==> src/rsc_cfg.svh <==
// Constants of the reset source controller: offsets, fields, timing, encodings.
`ifndef RSC_CFG_SVH
`define RSC_CFG_SVH
`define RSC_CLK_MHZ 20
`define RSC_T_OP_NS 20000
`define RSC_T_INFP_NS 500
`define RSC_VECTOR 16'h6000
`define RSC_OFF_STATUS 8'h00
`define RSC_OFF_IRQ_STAT 8'h04
`define RSC_OFF_IRQ_MASK 8'h08
`define RSC_CAUSE_W 5
`define RSC_EVT_W 7
`define RSC_EVT_PIN 5
`define RSC_EVT_BROWN 6
`define RSC_WINDOW_WATCHDOG_T6 6
`define RSC_CRIT_W 8
`define RSC_RESP_OK 2'h0
`define RSC_RESP_ERR 2'h2
`define RSC_CNT_W 16
`endif

==> src/rsc_pkg.sv <==
// Types shared by the reset source controller.
package rsc_pkg;
  typedef enum logic [1:0] {
    RSC_RUN = 2'b00,
    RSC_DRIVE = 2'b01,
    RSC_WAIT = 2'b10
  } rsc_state_e;
  // Reset cause flags, packed in status register bit order (bit 4 down to bit 0).
  typedef struct packed {
    logic disturbance;
    logic debug;
    logic bad_opcode;
    logic indep_wd;
    logic window_wd;
  } rsc_cause_s;
endpackage

==> src/rsc_reset_source_controller.sv <==
// Reset source controller: merges reset sources, drives the shared reset pin, logs causes.
// Function
// - All nine reset sources hold the shared reset pin low for the whole delay phase.
// - When the reset phase ends execution starts at the fixed reset vector 6000h.
// - A long enough low pulse on the reset pin from outside causes an external reset.
// - Any internal source is stretched to a pin low pulse of at least the fixed length.
// - Each internal source sets a cause flag, software reset the window one and option byte mismatch the disturbance one; power-on and brown-out set none.
// - A cause flag stays set until software writes a one to its bit.
// - The power-on detector holds reset until the brown-out detector works, which then holds it.
// - A supply drop below the brown-out threshold resets and re-arms the power-on detector.
// - The brown-out detector stays enabled in every low-power mode.
// - Clearing counter bit 6 of the window watchdog control forces a window watchdog reset.
// - A debug link reset request generates a reset and sets the debug flag.
// - A fetched byte that is neither an opcode nor a prebyte causes a bad opcode reset.
// - A valid prebyte with a valid opcode in an unauthorized pair causes no reset.
// - Complementary register pairs are compared continuously; a mismatch resets.
// - Status holds disturbance at bit 4, then debug, bad opcode, indep and window flags.
`timescale 1ns/1ps
`include "rsc_cfg.svh"
module rsc_reset_source_controller
  import rsc_pkg::*;
(
  input wire logic clk,
  input wire logic rstn,
  input wire logic [31:0] s_axi_awaddr,
  input wire logic s_axi_awvalid,
  output logic s_axi_awready,
  input wire logic [31:0] s_axi_wdata,
  input wire logic [3:0] s_axi_wstrb,
  input wire logic s_axi_wvalid,
  output logic s_axi_wready,
  output logic [1:0] s_axi_bresp,
  output logic s_axi_bvalid,
  input wire logic s_axi_bready,
  input wire logic [31:0] s_axi_araddr,
  input wire logic s_axi_arvalid,
  output logic s_axi_arready,
  output logic [31:0] s_axi_rdata,
  output logic [1:0] s_axi_rresp,
  output logic s_axi_rvalid,
  input wire logic s_axi_rready,
  input wire logic reset_pin_n_i,
  output logic reset_pin_n_o,
  output logic reset_pin_n_oe,
  input wire logic por_supply_low,
  input wire logic brownout_detector_ready,
  input wire logic brownout_detector_low,
  input wire logic indep_watchdog_expire,
  input wire logic window_watchdog_expire,
  input wire logic window_watchdog_control_wr,
  input wire logic [7:0] window_watchdog_control_wdata,
  input wire logic debug_reset_req,
  input wire logic fetch_valid,
  input wire logic fetch_is_opcode,
  input wire logic fetch_is_prebyte,
  input wire logic [`RSC_CRIT_W-1:0] crit_value,
  input wire logic [`RSC_CRIT_W-1:0] crit_compl,
  input wire logic option_byte_mismatch,
  output logic sys_reset_n,
  output logic core_start,
  output logic [15:0] reset_vector,
  output logic por_detector_on,
  output logic irq
);
  // -------------------------------------------------------------------------
  // Timing
  // -------------------------------------------------------------------------
  localparam int T_OP_CYC = (`RSC_T_OP_NS * `RSC_CLK_MHZ + 999) / 1000;
  localparam int T_INFP_CYC = (`RSC_T_INFP_NS * `RSC_CLK_MHZ + 999) / 1000;
  localparam logic [`RSC_CNT_W-1:0] OP_LOAD = `RSC_CNT_W'(T_OP_CYC - 1);
  localparam logic [`RSC_CNT_W-1:0] INFP_LAST = `RSC_CNT_W'(T_INFP_CYC - 1);

  // -------------------------------------------------------------------------
  // Synchronisers for pin and analog detector levels
  // -------------------------------------------------------------------------
  logic [3:0] sync_a;
  logic [3:0] sync_b;
  wire logic [3:0] async_in = {reset_pin_n_i, por_supply_low, brownout_detector_ready,
                               brownout_detector_low};
  // Two flops per asynchronous level; only the second stage is read by logic.
  always_ff @(posedge clk or negedge rstn) begin
    if (!rstn) begin
      sync_a <= 4'h0;
      sync_b <= 4'h0;
    end else begin
      sync_a <= async_in;
      sync_b <= sync_a;
    end
  end
  wire logic pin_s = sync_b[3];
  wire logic por_low_s = sync_b[2];
  wire logic bor_ready_s = sync_b[1];
  wire logic bor_low_s = sync_b[0];

  // -------------------------------------------------------------------------
  // Power-on and brown-out supervision
  // -------------------------------------------------------------------------
  logic por_active;
  // Power-on detector runs until the brown-out detector works, and re-arms on a drop.
  always_ff @(posedge clk or negedge rstn) begin
    if (!rstn) begin
      por_active <= 1'b1;
    end else if (bor_low_s) begin
      por_active <= 1'b1;
    end else if (bor_ready_s) begin
      por_active <= 1'b0;
    end
  end
  // The brown-out term has no low-power gating, so it acts in every mode.
  wire logic supply_hold = (por_active & por_low_s) | bor_low_s | (por_active & !bor_ready_s);
  assign por_detector_on = por_active;

  // -------------------------------------------------------------------------
  // Internal reset sources
  // -------------------------------------------------------------------------
  rsc_cause_s cause_trig;
  wire logic sw_reset = window_watchdog_control_wr
                        & !window_watchdog_control_wdata[`RSC_WINDOW_WATCHDOG_T6];
  // Only the two decode results matter, so a legal but unauthorized pair never trips.
  wire logic bad_fetch = fetch_valid & !fetch_is_opcode & !fetch_is_prebyte;
  wire logic compl_bad = (crit_value != ~crit_compl) | option_byte_mismatch;
  assign cause_trig.window_wd = window_watchdog_expire | sw_reset;
  assign cause_trig.indep_wd = indep_watchdog_expire;
  assign cause_trig.bad_opcode = bad_fetch;
  assign cause_trig.debug = debug_reset_req;
  assign cause_trig.disturbance = compl_bad;
  wire logic int_trig = |cause_trig;

  // -------------------------------------------------------------------------
  // External pin filter
  // -------------------------------------------------------------------------
  logic [`RSC_CNT_W-1:0] low_cnt;
  wire logic ext_trig = !pin_s && (low_cnt == INFP_LAST) && !reset_pin_n_oe;
  // Counts how long the pin has been low while nobody inside drives it.
  always_ff @(posedge clk or negedge rstn) begin
    if (!rstn) begin
      low_cnt <= '0;
    end else if (pin_s || reset_pin_n_oe) begin
      low_cnt <= '0;
    end else if (low_cnt != INFP_LAST) begin
      low_cnt <= low_cnt + 1'b1;
    end
  end

  // -------------------------------------------------------------------------
  // Reset sequencer
  // -------------------------------------------------------------------------
  rsc_state_e state;
  rsc_state_e next_state;
  logic [`RSC_CNT_W-1:0] op_cnt;
  wire logic any_trig = int_trig | ext_trig | supply_hold;
  // Every source restarts the drive phase; the pin is then waited on before release.
  always_comb begin
    next_state = state;
    case (state)
      RSC_RUN: begin
        if (any_trig) begin
          next_state = RSC_DRIVE;
        end
      end
      RSC_DRIVE: begin
        if (!any_trig && op_cnt == '0) begin
          next_state = RSC_WAIT;
        end
      end
      RSC_WAIT: begin
        if (any_trig) begin
          next_state = RSC_DRIVE;
        end else if (pin_s) begin
          next_state = RSC_RUN;
        end
      end
      default: next_state = RSC_DRIVE;
    endcase
  end
  // State and stretch counter; a new trigger reloads the full pulse length.
  always_ff @(posedge clk or negedge rstn) begin
    if (!rstn) begin
      state <= RSC_DRIVE;
      op_cnt <= OP_LOAD;
    end else begin
      state <= next_state;
      op_cnt <= any_trig ? OP_LOAD : (op_cnt != '0 ? op_cnt - 1'b1 : op_cnt);
    end
  end
  // Open-drain pin: low is driven throughout the drive phase, never high.
  assign reset_pin_n_o = 1'b0;
  assign reset_pin_n_oe = (state == RSC_DRIVE);
  assign sys_reset_n = (state == RSC_RUN);
  logic start_q;
  // One-cycle start strobe on release, with the fixed vector beside it.
  always_ff @(posedge clk or negedge rstn) begin
    if (!rstn) begin
      start_q <= 1'b0;
    end else begin
      start_q <= (state == RSC_WAIT) && (next_state == RSC_RUN);
    end
  end
  assign core_start = start_q;
  assign reset_vector = `RSC_VECTOR;

  // -------------------------------------------------------------------------
  // AXI4-Lite slave
  // -------------------------------------------------------------------------
  logic aw_hold;
  logic w_hold;
  logic [7:0] aw_addr;
  logic [7:0] w_data;
  logic w_lane0;
  logic bvalid;
  logic rvalid;
  logic [31:0] rdata;
  logic [1:0] rresp;
  logic [1:0] bresp;
  assign s_axi_awready = !aw_hold && !bvalid;
  assign s_axi_wready = !w_hold && !bvalid;
  assign s_axi_arready = !rvalid;
  assign s_axi_bvalid = bvalid;
  assign s_axi_bresp = bresp;
  assign s_axi_rvalid = rvalid;
  assign s_axi_rdata = rdata;
  assign s_axi_rresp = rresp;
  wire logic aw_take = s_axi_awvalid && s_axi_awready;
  wire logic w_take = s_axi_wvalid && s_axi_wready;
  wire logic ar_take = s_axi_arvalid && s_axi_arready;
  wire logic wr_go = aw_hold && w_hold && !bvalid;
  wire logic wr_stat = wr_go && aw_addr == `RSC_OFF_STATUS && w_lane0;
  wire logic wr_mask = wr_go && aw_addr == `RSC_OFF_IRQ_MASK && w_lane0;
  wire logic wr_known = aw_addr == `RSC_OFF_STATUS || aw_addr == `RSC_OFF_IRQ_MASK
                        || aw_addr == `RSC_OFF_IRQ_STAT;
  wire logic [7:0] ar_off = s_axi_araddr[7:0];
  wire logic ar_known = s_axi_araddr[31:8] == 24'h00_0000 && (ar_off == `RSC_OFF_STATUS
                        || ar_off == `RSC_OFF_IRQ_STAT || ar_off == `RSC_OFF_IRQ_MASK);
  // Address and data are caught separately; the response follows once both are held.
  always_ff @(posedge clk or negedge rstn) begin
    if (!rstn) begin
      aw_hold <= 1'b0;
      w_hold <= 1'b0;
      aw_addr <= 8'h00;
      w_data <= 8'h00;
      w_lane0 <= 1'b0;
      bvalid <= 1'b0;
      bresp <= `RSC_RESP_OK;
    end else begin
      if (aw_take) begin
        aw_hold <= 1'b1;
        aw_addr <= (s_axi_awaddr[31:8] == 24'h00_0000) ? s_axi_awaddr[7:0] : 8'hFF;
      end
      if (w_take) begin
        w_hold <= 1'b1;
        w_data <= s_axi_wdata[7:0];
        w_lane0 <= s_axi_wstrb[0];
      end
      if (wr_go) begin
        aw_hold <= 1'b0;
        w_hold <= 1'b0;
        bvalid <= 1'b1;
        bresp <= wr_known ? `RSC_RESP_OK : `RSC_RESP_ERR;
      end else if (bvalid && s_axi_bready) begin
        bvalid <= 1'b0;
      end
    end
  end

  // -------------------------------------------------------------------------
  // Registers: cause flags, event status and mask
  // -------------------------------------------------------------------------
  rsc_cause_s reset_status;
  logic [`RSC_EVT_W-1:0] irq_status;
  logic [`RSC_EVT_W-1:0] irq_mask;
  // A write of one clears a flag; a new cause in the same cycle wins. Bits 7:5 are dropped.
  wire rsc_cause_s clr_cause = wr_stat ? w_data[`RSC_CAUSE_W-1:0] : '0;
  wire logic [`RSC_EVT_W-1:0] evt = {supply_hold & sys_reset_n, ext_trig, cause_trig};
  wire logic rd_irq = ar_take && ar_known && ar_off == `RSC_OFF_IRQ_STAT;
  always_ff @(posedge clk or negedge rstn) begin
    if (!rstn) begin
      reset_status <= '0;
      irq_status <= '0;
      irq_mask <= '0;
    end else begin
      reset_status <= (reset_status & ~clr_cause) | cause_trig;
      irq_status <= (rd_irq ? '0 : irq_status) | evt;
      if (wr_mask) begin
        irq_mask <= w_data[`RSC_EVT_W-1:0];
      end
    end
  end
  assign irq = |(irq_status & irq_mask);
  // Read path; unmapped addresses answer an error with zero data.
  always_ff @(posedge clk or negedge rstn) begin
    if (!rstn) begin
      rvalid <= 1'b0;
      rdata <= 32'h0000_0000;
      rresp <= `RSC_RESP_OK;
    end else if (ar_take) begin
      rvalid <= 1'b1;
      rresp <= ar_known ? `RSC_RESP_OK : `RSC_RESP_ERR;
      rdata <= !ar_known ? 32'h0000_0000 :
               ar_off == `RSC_OFF_STATUS ? {27'h0, reset_status} :
               ar_off == `RSC_OFF_IRQ_STAT ? {25'h0, irq_status} : {25'h0, irq_mask};
    end else if (rvalid && s_axi_rready) begin
      rvalid <= 1'b0;
    end
  end

  // -------------------------------------------------------------------------
  // Assertions
  // -------------------------------------------------------------------------
  logic [`RSC_CNT_W-1:0] drive_len;
  // Length of the current pin drive, for the pulse width check.
  always_ff @(posedge clk or negedge rstn) begin
    if (!rstn) begin
      drive_len <= '0;
    end else begin
      drive_len <= reset_pin_n_oe ? drive_len + 1'b1 : '0;
    end
  end
  a_pin_drive_low: assert property (@(posedge clk) disable iff (!rstn)
    (state != RSC_RUN && any_trig) |=> reset_pin_n_oe && !reset_pin_n_o)
    else $error("reset pin not driven low during reset phase");
  a_start_vector: assert property (@(posedge clk) disable iff (!rstn)
    $rose(sys_reset_n) |-> core_start && reset_vector == `RSC_VECTOR)
    else $error("start without fixed vector");
  a_ext_reset_take: assert property (@(posedge clk) disable iff (!rstn)
    ext_trig |=> state == RSC_DRIVE && !sys_reset_n)
    else $error("filtered pin low did not reset");
  a_pulse_min_len: assert property (@(posedge clk) disable iff (!rstn)
    $fell(reset_pin_n_oe) |-> drive_len >= `RSC_CNT_W'(T_OP_CYC))
    else $error("reset pin pulse too short");
  a_cause_flag_set: assert property (@(posedge clk) disable iff (!rstn)
    cause_trig.bad_opcode |=> reset_status.bad_opcode ##0 state == RSC_DRIVE)
    else $error("bad opcode cause not logged");
  a_flag_sticky: assert property (@(posedge clk) disable iff (!rstn)
    (reset_status.debug && !(wr_stat && w_data[3])) |=> reset_status.debug)
    else $error("debug flag lost without a clear");
  a_zero_write_keep: assert property (@(posedge clk) disable iff (!rstn)
    (wr_stat && !w_data[0] && reset_status.window_wd) |=> reset_status.window_wd)
    else $error("zero write cleared a flag");
  a_supply_hold: assert property (@(posedge clk) disable iff (!rstn)
    supply_hold |=> !sys_reset_n [*2])
    else $error("reset released while supply low");
  a_por_rearm: assert property (@(posedge clk) disable iff (!rstn)
    bor_low_s |=> por_active && por_detector_on)
    else $error("power-on detector not re-armed");
  a_sw_reset: assert property (@(posedge clk) disable iff (!rstn)
    sw_reset |=> reset_status.window_wd && reset_pin_n_oe)
    else $error("software reset not taken");
  a_compl_check: assert property (@(posedge clk) disable iff (!rstn)
    (crit_value != ~crit_compl) |=> reset_status.disturbance && !sys_reset_n)
    else $error("complement mismatch not caught");
  c_ext_reset: cover property (@(posedge clk) disable iff (!rstn)
    ext_trig ##[1:1000] core_start);
  c_debug_reset: cover property (@(posedge clk) disable iff (!rstn)
    debug_reset_req ##[1:1000] core_start);
  c_flag_clear: cover property (@(posedge clk) disable iff (!rstn)
    reset_status.indep_wd ##1 !reset_status.indep_wd);
  c_irq_raise: cover property (@(posedge clk) disable iff (!rstn) $rose(irq));
endmodule

==> config.mk <==
export PLATFORM = sky130hd
export DESIGN_NAME = rsc_reset_source_controller
export DESIGN_NICKNAME = d
export VERILOG_FILES = /design/src/rsc_pkg.sv /design/src/rsc_reset_source_controller.sv
export VERILOG_INCLUDE_DIRS = /design/src
export SDC_FILE = /design/constraint.sdc
export NUM_CORES = 1
export LEC_CHECK = 0
export ABC_AREA = 1
export BUFFER_PORTS_ARGS = -buffer_cell sky130_fd_sc_hd__buf_2
export CAP_MARGIN = 5
export CORE_MARGIN = 10
export CORE_UTILIZATION = 49
export CTS_CLUSTER_SIZE = 28
export DETAILED_ROUTE_END_ITERATION = 8
export PLACE_DENSITY_LB_ADDON = 0.3
export REMOVE_ABC_BUFFERS = 1
export SKIP_CTS_REPAIR_TIMING = 1
export SYNTH_ARGS = -nofsm -noshare
export SYNTH_HDL_FRONTEND = slang
export SYNTH_SLANG_ARGS = --single-unit
==> constraint.sdc <==
create_clock -name clk -period 2 [get_ports clk]
set_input_delay 0.6 -clock clk [delete_from_list [all_inputs] [get_ports clk]]
set_output_delay 0.6 -clock clk [all_outputs]
set_load 0.01 [all_outputs]
Word level (Yosys, flattened, before mapping)
Cells that the tools add are included.
{ "word_totals": {"register_bits": 119, "latch_bits": 0, "ram_bits": 0, "rom_bits": 0, "input_bits": 143, "output_inout_bits": 63, "wordCells": 133, "mem_count": 0} }
{ "op_classes": {"n_addsub": 2, "n_mul": 0, "div": 0, "order_cmp": 0, "n_eq_ne": 9, "shifts": 0, "n_mux": 27, "bitwise": 18, "reduce_logical": 53} }
{ "ops": {"columns": ["operator", "n"], "rows": [
  ["$mux W16", 4],
  ["$logic_not A24 Y1", 2],
  ["$mux W7", 4],
  ["$logic_and A1 B1 Y1", 20],
  ["$add A16 B1 Y16 const B", 1],
  ["$eq A16 B4 Y1 const B", 1],
  ["$eq A8 B3 Y1 const B", 2],
  ["$eq A8 B4 Y1 const B", 2],
  ["$logic_not A16 Y1", 1],
  ["$logic_not A8 Y1", 2],
  ["$ne A16 B4 Y1 const B", 1],
  ["$reduce_bool A16 Y1", 1],
  ["$sub A16 B1 Y16 const B", 1],
  ["$reduce_bool A2 Y1", 7],
  ["$mux W2", 6],
  ["$logic_not A1 Y1", 11],
  ["$mux W1", 10],
  ["$mux W8", 1],
  ["$ne A8 B8 Y1", 1],
  ["$not A8 Y8", 1],
  ["$and A7 B7 Y7", 1],
  ["$or A7 B7 Y7", 1],
  ["$reduce_or A7 Y1", 1],
  ["$and A1 B1 Y1", 6],
  ["11 further kinds", 21]
]} }

Depth between registers and ports, before layout
Gate-level depths: netlist of the first run.
{ "logic_depth": {"word_depth": 12, "ltp_mapped": 12} }

Worst setup path before layout of the first run
No wires, ideal clock.
{ "synth_timing": {"path_kind": "in2reg", "from": "input port s_axi_araddr[7]", "to": "register rdata[0], in the netlist s_axi_rdata[0]", "setup_ns": 0.124, "t_arrival_ns": 1.448, "required_ns": 1.876, "path_slack_ns": 0.428, "path_stages": 7, "path_buffers": 1, "path_cell_list": "nor2_1 -> nand2_1 -> nor3b_1 -> nand2_1 -> buf_2 -> o211ai_1 -> nand2_1"} }
{ "synth_via": {"elab_chain_len": 5, "word_cells_on_any_way": 9, "classes_between": "2 x eq/ne; 3 x mux; 4 x reduce/logical"} }
{ "synth_rtl": {"columns": ["element", "line_no", "source"], "rows": [
  ["start: declaration", "rsc_reset_source_controller.sv:35", "input wire logic [31:0] s_axi_araddr,"],
  ["$eq A8 B3 Y1 (no source line) / $logic_not A8 Y1 (equally long branches)", null, null],
  ["$logic_or A1 B1 Y1 (no source line) (2 in series)", null, null],
  ["$logic_and A1 B1 Y1", "rsc_reset_source_controller.sv:232", "wire logic ar_known = s_axi_araddr[31:8] == 24'h00_0000 && (ar_off == `RSC_OFF_STATUS"],
  ["$mux W7 *", "rsc_reset_source_controller.sv:298", "rdata <= !ar_known ? 32'h0000_0000 :"],
  ["end signal: assignment", "rsc_reset_source_controller.sv:298", null],
  ["end: declaration", "rsc_reset_source_controller.sv:212", "logic [31:0] rdata;"]
]} }
Mark *: on every way between the ends. The rest lies on a longest branch, timed or not.
A chain may end at the register's enable or synchronous reset.

Worst setup path after layout of the first run
{ "layout_timing": {"from": "register irq_mask[2]", "to": "output port irq"} }
{ "layout_via": {"elab_chain_len": 2} }
{ "layout_rtl": {"columns": ["element", "line_no", "source"], "rows": [
  ["start: declaration", "rsc_reset_source_controller.sv:270", "logic [`RSC_EVT_W-1:0] irq_mask;"],
  ["start signal: assignment", "rsc_reset_source_controller.sv:284", "irq_mask <= w_data[`RSC_EVT_W-1:0];"],
  ["$and A7 B7 Y7", "rsc_reset_source_controller.sv:288", "assign irq = |(irq_status & irq_mask);"],
  ["$reduce_or A7 Y1", "rsc_reset_source_controller.sv:288", null],
  ["end: declaration", "rsc_reset_source_controller.sv:63", "output logic irq"]
]} }
Every way passes these cells.

==> impl_metrics.json, run 1 <==
{
  "drc": 0,
  "cts_tree": "yes",
  "synthArstFlopShare": 1.00,
  "crit_fanout": 3,
  "antenna_found_initial": 0,
  "grt_pass1_vias": 4626,
  "cts_buffer_depth": 2,
  "htreeDepth": 3,
  "timing.final.crit_share": 0.979,
  "synth.largest_area_cell": "dfrtp_1",
  "die_w_um": 122,
  "synth_fa_ha_area_frac": 0.00979,
  "fin_tns_setup_ns": 0,
  "synth_edf_count": 0,
  "grt_pass1_wl_mm": 20.1,
  "initial_core_util": 0.500,
  "p_per_area_nw_per_um2": 647,
  "yosysUniqueCellTypes": 41,
  "worst_pin_slew_ns": 0.503,
  "grt_max_degree": 40,
  "hold_path_class": "in -> async",
  "slowest_delay_ns": 0.41,
  "critPathRequiredTime_ns": 1.40,
  "root_buffer": "clkbuf_8",
  "ys_top_cells_by_count": "123 x nand2_1, 92 x nor2_1, 88 x inv_1, 84 x dfrtp_1, 45 x buf_4",
  "hpwlAfterDp_mm": 9.68,
  "r2r_setup_slack_ns": 0.31,
  "drtAntennaViolNets": 0,
  "synth-simple-area-share": 0.283,
  "overflow": 0,
  "cts_made_buffers": 9,
  "slew_viol_final": 0,
  "syn_area_um2": 5110,
  "startpoint": "irq_mask[2]$_DFFE_PN0P_",
  "gp_congestion": 0.880,
  "avgSynthCellArea_um2": 7.88,
  "io_pins": 206,
  "synth_most_common_cell": "nand2_1",
  "dpl_cell_area_um2": 5750,
  "rsz0062_at_grt": "yes",
  "vdd_drop_max_mv": 0.335,
  "seq_area_frac_synth": 0.452,
  "core_um2": 10200,
  "maxCapViolCount": 0,
  "hold_violations": 0,
  "cp-start-kind": "flip-flop",
  "crit_slowest_cell": "dfrtp_1",
  "postLayoutCellArea_um2": 5950,
  "rows": 37,
  "ys_ff_latch": 92,
  "worstSetupPathType": "reg -> out",
  "drtIter0Drc": 181,
  "outcome": "finished clean",
  "synth_top_family_by_area": "simple AND/OR/NAND/NOR gates",
  "clk_latency_ns": 0.35,
  "routedWlPerCell_um": 12.8,
  "crit_arrival_ns": 1.36,
  "p_leak_nw": 3.02,
  "cpMostUsedCell": "nand2_1",
  "period_needed_ns": 1.96,
  "yosys.area_share.xor_xnor": 0.00514,
  "fmax_mhz": 511,
  "nets": 930,
  "vias": 4468,
  "netlist_top_cells_area": "dfrtp_1 41%, nand2_1 9.0%, nor2_1 6.8%, buf_4 6.6%, inv_1 6.5%",
  "cts.sinks": 92,
  "layout-drive-gt1-share": 0.250,
  "skew_ns": 0.00888,
  "die_y_um": 122,
  "setup_viol": 0,
  "maxSlewHeadroom": 0.664,
  "drt_wl_total_mm": 11.8,
  "area.growth.synth_to_final_pct": 16.4,
  "drtPass1Iterations": 4,
  "dieArea_um2": 14900,
  "clk_pin_slew_ns": 0.09,
  "antennaDiodeCount": 0,
  "portBuffers": 126,
  "grt.total_usage": 0.161,
  "crit_path_end_kind": "output pin",
  "rr_startpoint": "op_cnt[0]$_DFFE_PN1N_",
  "yosysTopAreaCellShare": 0.411,
  "synth_compound_area_frac": 0.104,
  "synthFlopType": "dfrtp_1",
  "syn_inst": 649,
  "synth_mux_area_frac": 0,
  "yosys_warnings": 0,
  "critical_path.cell_chain": "nand2_1 > nand2_1 > a221oi_2 > nand4_1 > buf_2",
  "vias_per_cell": 4.84
}
[routing by layer]
metal / vias to the layer above / global-route usage / wire (µm)
li1: 2256 / - / -
met1: 2050 / 0.176 / 4720
met2: 145 / 0.285 / 5790
met3: 17 / 0.0592 / 1140
met4: 0 / 0.0508 / 176
met5: - / 0 / 0
[area by class of cell]
class / count / area [µm²]
clock buffer: 15 / 176
clock inverter: 1 / 7.51
fill: 921 / 4280
inverter: 94 / 353
multi-input combinational: 452 / 2220
sequential: 92 / 2310
tap: 136 / 170
timing repair buffer: 134 / 706
[cells by family after synthesis]
| kind of cell | Yosys count |
|---|---|
| simple gates | 309 |
| buf+inv | 147 |
| compound gates | 92 |
| flops | 92 |
| fa+ha+maj | 4 |
| xor+xnor | 3 |
| other cells | 2 |
[worst max-delay path: cells and delay by family, from the launching register on]
family | cells | cell delay [ns]
AOI/OAI and AO/OA | 1 | 0.18
and+or+nand+nor | 3 | 0.25
buffers and inverters | 1 | 0.17
DFF | 1 | 0.41
[cells in the final DEF, fill, tap and decap left out, types with 2 or more instances in the layout]
cell type,synthesis,routed
nor2_4,3,3
nand2_2,2,2
nor2_1,92,92
a21oi_1,34,34
clkbuf_8,0,12
conb_1,2,44
o21ai_0,35,35
dfrtp_1,84,84
nor3_2,2,2
ha_1,4,4
o211ai_1,9,9
a21oi_2,2,2
nor3_1,16,16
clkbuf_1,3,3
o21ai_2,8,8
nand3_2,7,7
nor2_2,4,4
buf_2,3,125
nor3b_2,2,2
nand3_1,29,29
inv_2,6,6
nor4_1,6,6
xor2_1,2,2
nand4_1,12,12
nor3b_1,2,2
dfstp_2,8,8
nand3b_1,3,3
nand2_1,123,123
inv_1,88,88
buf_4,45,8
[registers in the layout (all words and copies together), names as in the netlist, 5 cells and up]
signal        count
op_cnt           16
irq_mask          7
low_cnt          16
reset_status      5
w_data            7
aw_addr           8
irq_status        7
s_axi_rdata       7
[per-stage QoR]
step	setup slack, ns	hold WS [ns]	power, mW	instances	util
4_1_cts	-0.0338	0.165	3.91	923	0.580
5_1_grt	-0.0846	0.181	4.09	924	0.581
6_report	0.0427	0.173	3.85	924	0.581
3_5_place_dp	0.0611	0.336	2.73	907	0.562
2_1_floorplan	0.187	0.304	2.44	638	-
3_3_place_gp	0.103	0.334	2.70	907	0.562
[power by group]
part | internal [mW] | switching (mW)
Clock | 0.557 | 0.601
Combinational | 0.219 | 0.413
Sequential | 2.00 | 0.0571
Total | 2.77 | 1.07
[worst paths after layout]
kind | end | cells past startpoint
max | irq | 5
min | low_cnt[6]$_DFFE_PN0P_ | 1
max reg2reg | op_cnt[15]$_DFFE_PN0N_ | 10
min reg2reg | sync_b[2]$_DFF_PN0_ | 0
max in group asynchronous | op_cnt[1]$_DFFE_PN1N_ | 2
min in group clk | sync_a[1]$_DFF_PN0_ | 1
Power figures use the tool's default switching activity.
==> inputs of run 2 (changes only) <==
--- a/config.mk
+++ b/config.mk
@@ -9,12 +9,12 @@
 export ABC_AREA = 1
 export BUFFER_PORTS_ARGS = -buffer_cell sky130_fd_sc_hd__buf_2
 export CAP_MARGIN = 5
+export CORE_ASPECT_RATIO = 0.5
 export CORE_MARGIN = 10
 export CORE_UTILIZATION = 49
 export CTS_CLUSTER_SIZE = 28
 export DETAILED_ROUTE_END_ITERATION = 8
 export PLACE_DENSITY_LB_ADDON = 0.3
-export REMOVE_ABC_BUFFERS = 1
 export SKIP_CTS_REPAIR_TIMING = 1
 export SYNTH_ARGS = -nofsm -noshare
 export SYNTH_HDL_FRONTEND = slang
==> run 2 against run 1 <==
Compared with the run above:
- hold slack better by 0.11 ns
- total power is 21% higher
- sequential cell count stayed put
- design area is 3.1% higher
- critical endpoint unchanged
- highest routed layer unchanged
==> impl_metrics.json, run 2 (synthesis gave the netlist of run 1 again) <==
{
  "hpwlAfterDp_mm": 9.73,
  "final_cell_mix": "125 x buf_2, 121 x nand2_1, 92 x nor2_1",
  "period_needed_ns": 1.98,
  "setup_viol": 0,
  "grt_max_degree": 93,
  "nets": 931,
  "cts_buffer_depth": 2,
  "die_w_um": 164,
  "outcome": "finished clean",
  "dp_cells": 911,
  "critPathRequiredTime_ns": 1.40,
  "slew_viol_final": 0,
  "rsz0062_at_grt": "yes",
  "overflow": 0,
  "slowest_delay_ns": 0.41,
  "pre_cts_ws_ns": 0.0520,
  "fillers": 916,
  "antenna_found_initial": 0,
  "vdd_drop_max_mv": 0.457,
  "cts_tree": "yes",
  "critical_path.cell_chain": "nand2_2 > nand2_2 > a221oi_2 > nand4_1 > buf_2",
  "root_buffer": "clkbuf_16",
  "dieArea_um2": 15200,
  "crit_slowest_cell": "dfrtp_1",
  "cts_made_buffers": 9,
  "largest_registers": "low_cnt: 16 flops, op_cnt: 16 flops, aw_addr: 8 flops",
  "htreeDepth": 3,
  "crit_arrival_ns": 1.38,
  "drt_wl_total_mm": 12.6,
  "drtPass1Iterations": 4,
  "drtAntennaViolNets": 0,
  "grt_pass1_vias": 4429,
  "hold_path_class": "in -> async",
  "antennaDiodeCount": 0,
  "cts.sinks": 92,
  "crit_path_end_kind": "output pin",
  "layout-drive-gt1-share": 0.256,
  "drc": 0,
  "routedWlPerCell_um": 13.5,
  "io_pins": 206,
  "grt_pass1_wl_mm": 20.1,
  "gp_congestion": 0.900,
  "area.growth.synth_to_final_pct": 20.0,
  "worstSetupPathType": "reg -> out",
  "crit_fanout": 3,
  "timing.final.crit_share": 0.988,
  "skew_ns": 0.00661,
  "clk_pin_slew_ns": 0.06,
  "cp-start-kind": "flip-flop",
  "timing.hold.ws_ns": 0.285,
  "crit_family": "flip-flops",
  "core_um2": 10200,
  "cp_num_buf_inv": 1,
  "rows": 26,
  "initial_core_util": 0.502,
  "hold_violations": 0,
  "drtIter0Drc": 203,
  "grt.total_usage": 0.160,
  "layout_setup_ws_ns": 0.0245,
  "portBuffers": 126,
  "stdcell_count": 929,
  "clk_latency_ns": 0.34,
  "fmax_mhz": 506,
  "vias": 4469,
  "vias_per_cell": 4.81,
  "layout_commonest_cell": "buf_2",
  "cpMostUsedCell": "nand2_2",
  "p_per_area_nw_per_um2": 762,
  "die_y_um": 92.2,
  "maxCapViolCount": 0,
  "p_leak_nw": 3.11
}
run 2: stage by stage:
| stage | TNS, ns | utilization | area, µm² | power (mW) |
|---|---|---|---|---|
| 2_1_floorplan | 0 | - | 5270 | 2.52 |
| 3_3_place_gp | 0 | 0.565 | 5760 | 2.70 |
| 3_5_place_dp | 0 | 0.565 | 5760 | 2.73 |
| 4_1_cts | -0.00490 | 0.600 | 6110 | 4.72 |
| 5_1_grt | -0.00425 | 0.602 | 6130 | 4.89 |
| 6_report | 0 | 0.602 | 6130 | 4.67 |
run 2: final timing paths:
path	start	endpoint	slack [ns]	depth (start not counted)
worst min-delay path	rstn	aw_addr[4]$_DFFE_PN0P_	0.28	2
worst min register to register	sync_a[2]$_DFF_PN0_	sync_b[2]$_DFF_PN0_	0.34	0
max in group asynchronous	rstn	op_cnt[8]$_DFFE_PN1N_	1.30	2
worst max register to register	op_cnt[0]$_DFFE_PN1N_	op_cnt[15]$_DFFE_PN0N_	0.31	10
min in group clk	sync_a[2]$_DFF_PN0_	sync_b[2]$_DFF_PN0_	0.34	0
worst max-delay path	irq_mask[0]$_DFFE_PN0P_	irq	0.02	5
run 2: layout make-up:
| class | instances | area [µm²] | area share |
|---|---|---|---|
| clock buffer | 12 | 256 | 0.0418 |
| clock inverter | 4 | 95.1 | 0.0155 |
| tap | 140 | 175 | 0.0286 |
| sequential | 92 | 2310 | 0.377 |
| multi-input combinational | 452 | 2230 | 0.363 |
| timing repair buffer | 135 | 713 | 0.116 |
| inverter | 94 | 353 | 0.0575 |
run 2: metal layers:
layer | track usage | wire length [µm] | up-vias | part of all wire
met4 | 0.0447 | 172 | 0 | 0.014
li1 | - | - | 2262 | -
met3 | 0.0589 | 1230 | 14 | 0.098
met2 | 0.267 | 5670 | 174 | 0.45
met1 | 0.191 | 5510 | 2019 | 0.44
met5 | 0 | 0 | - | 0
run 2: report_power, final:
| part | internal [mW] | total (mW) | switching [mW] |
|---|---|---|---|
| sequential | 2.00 | 2.06 | 0.0579 |
| clock | 1.29 | 1.98 | 0.692 |
| combinational | 0.214 | 0.634 | 0.419 |
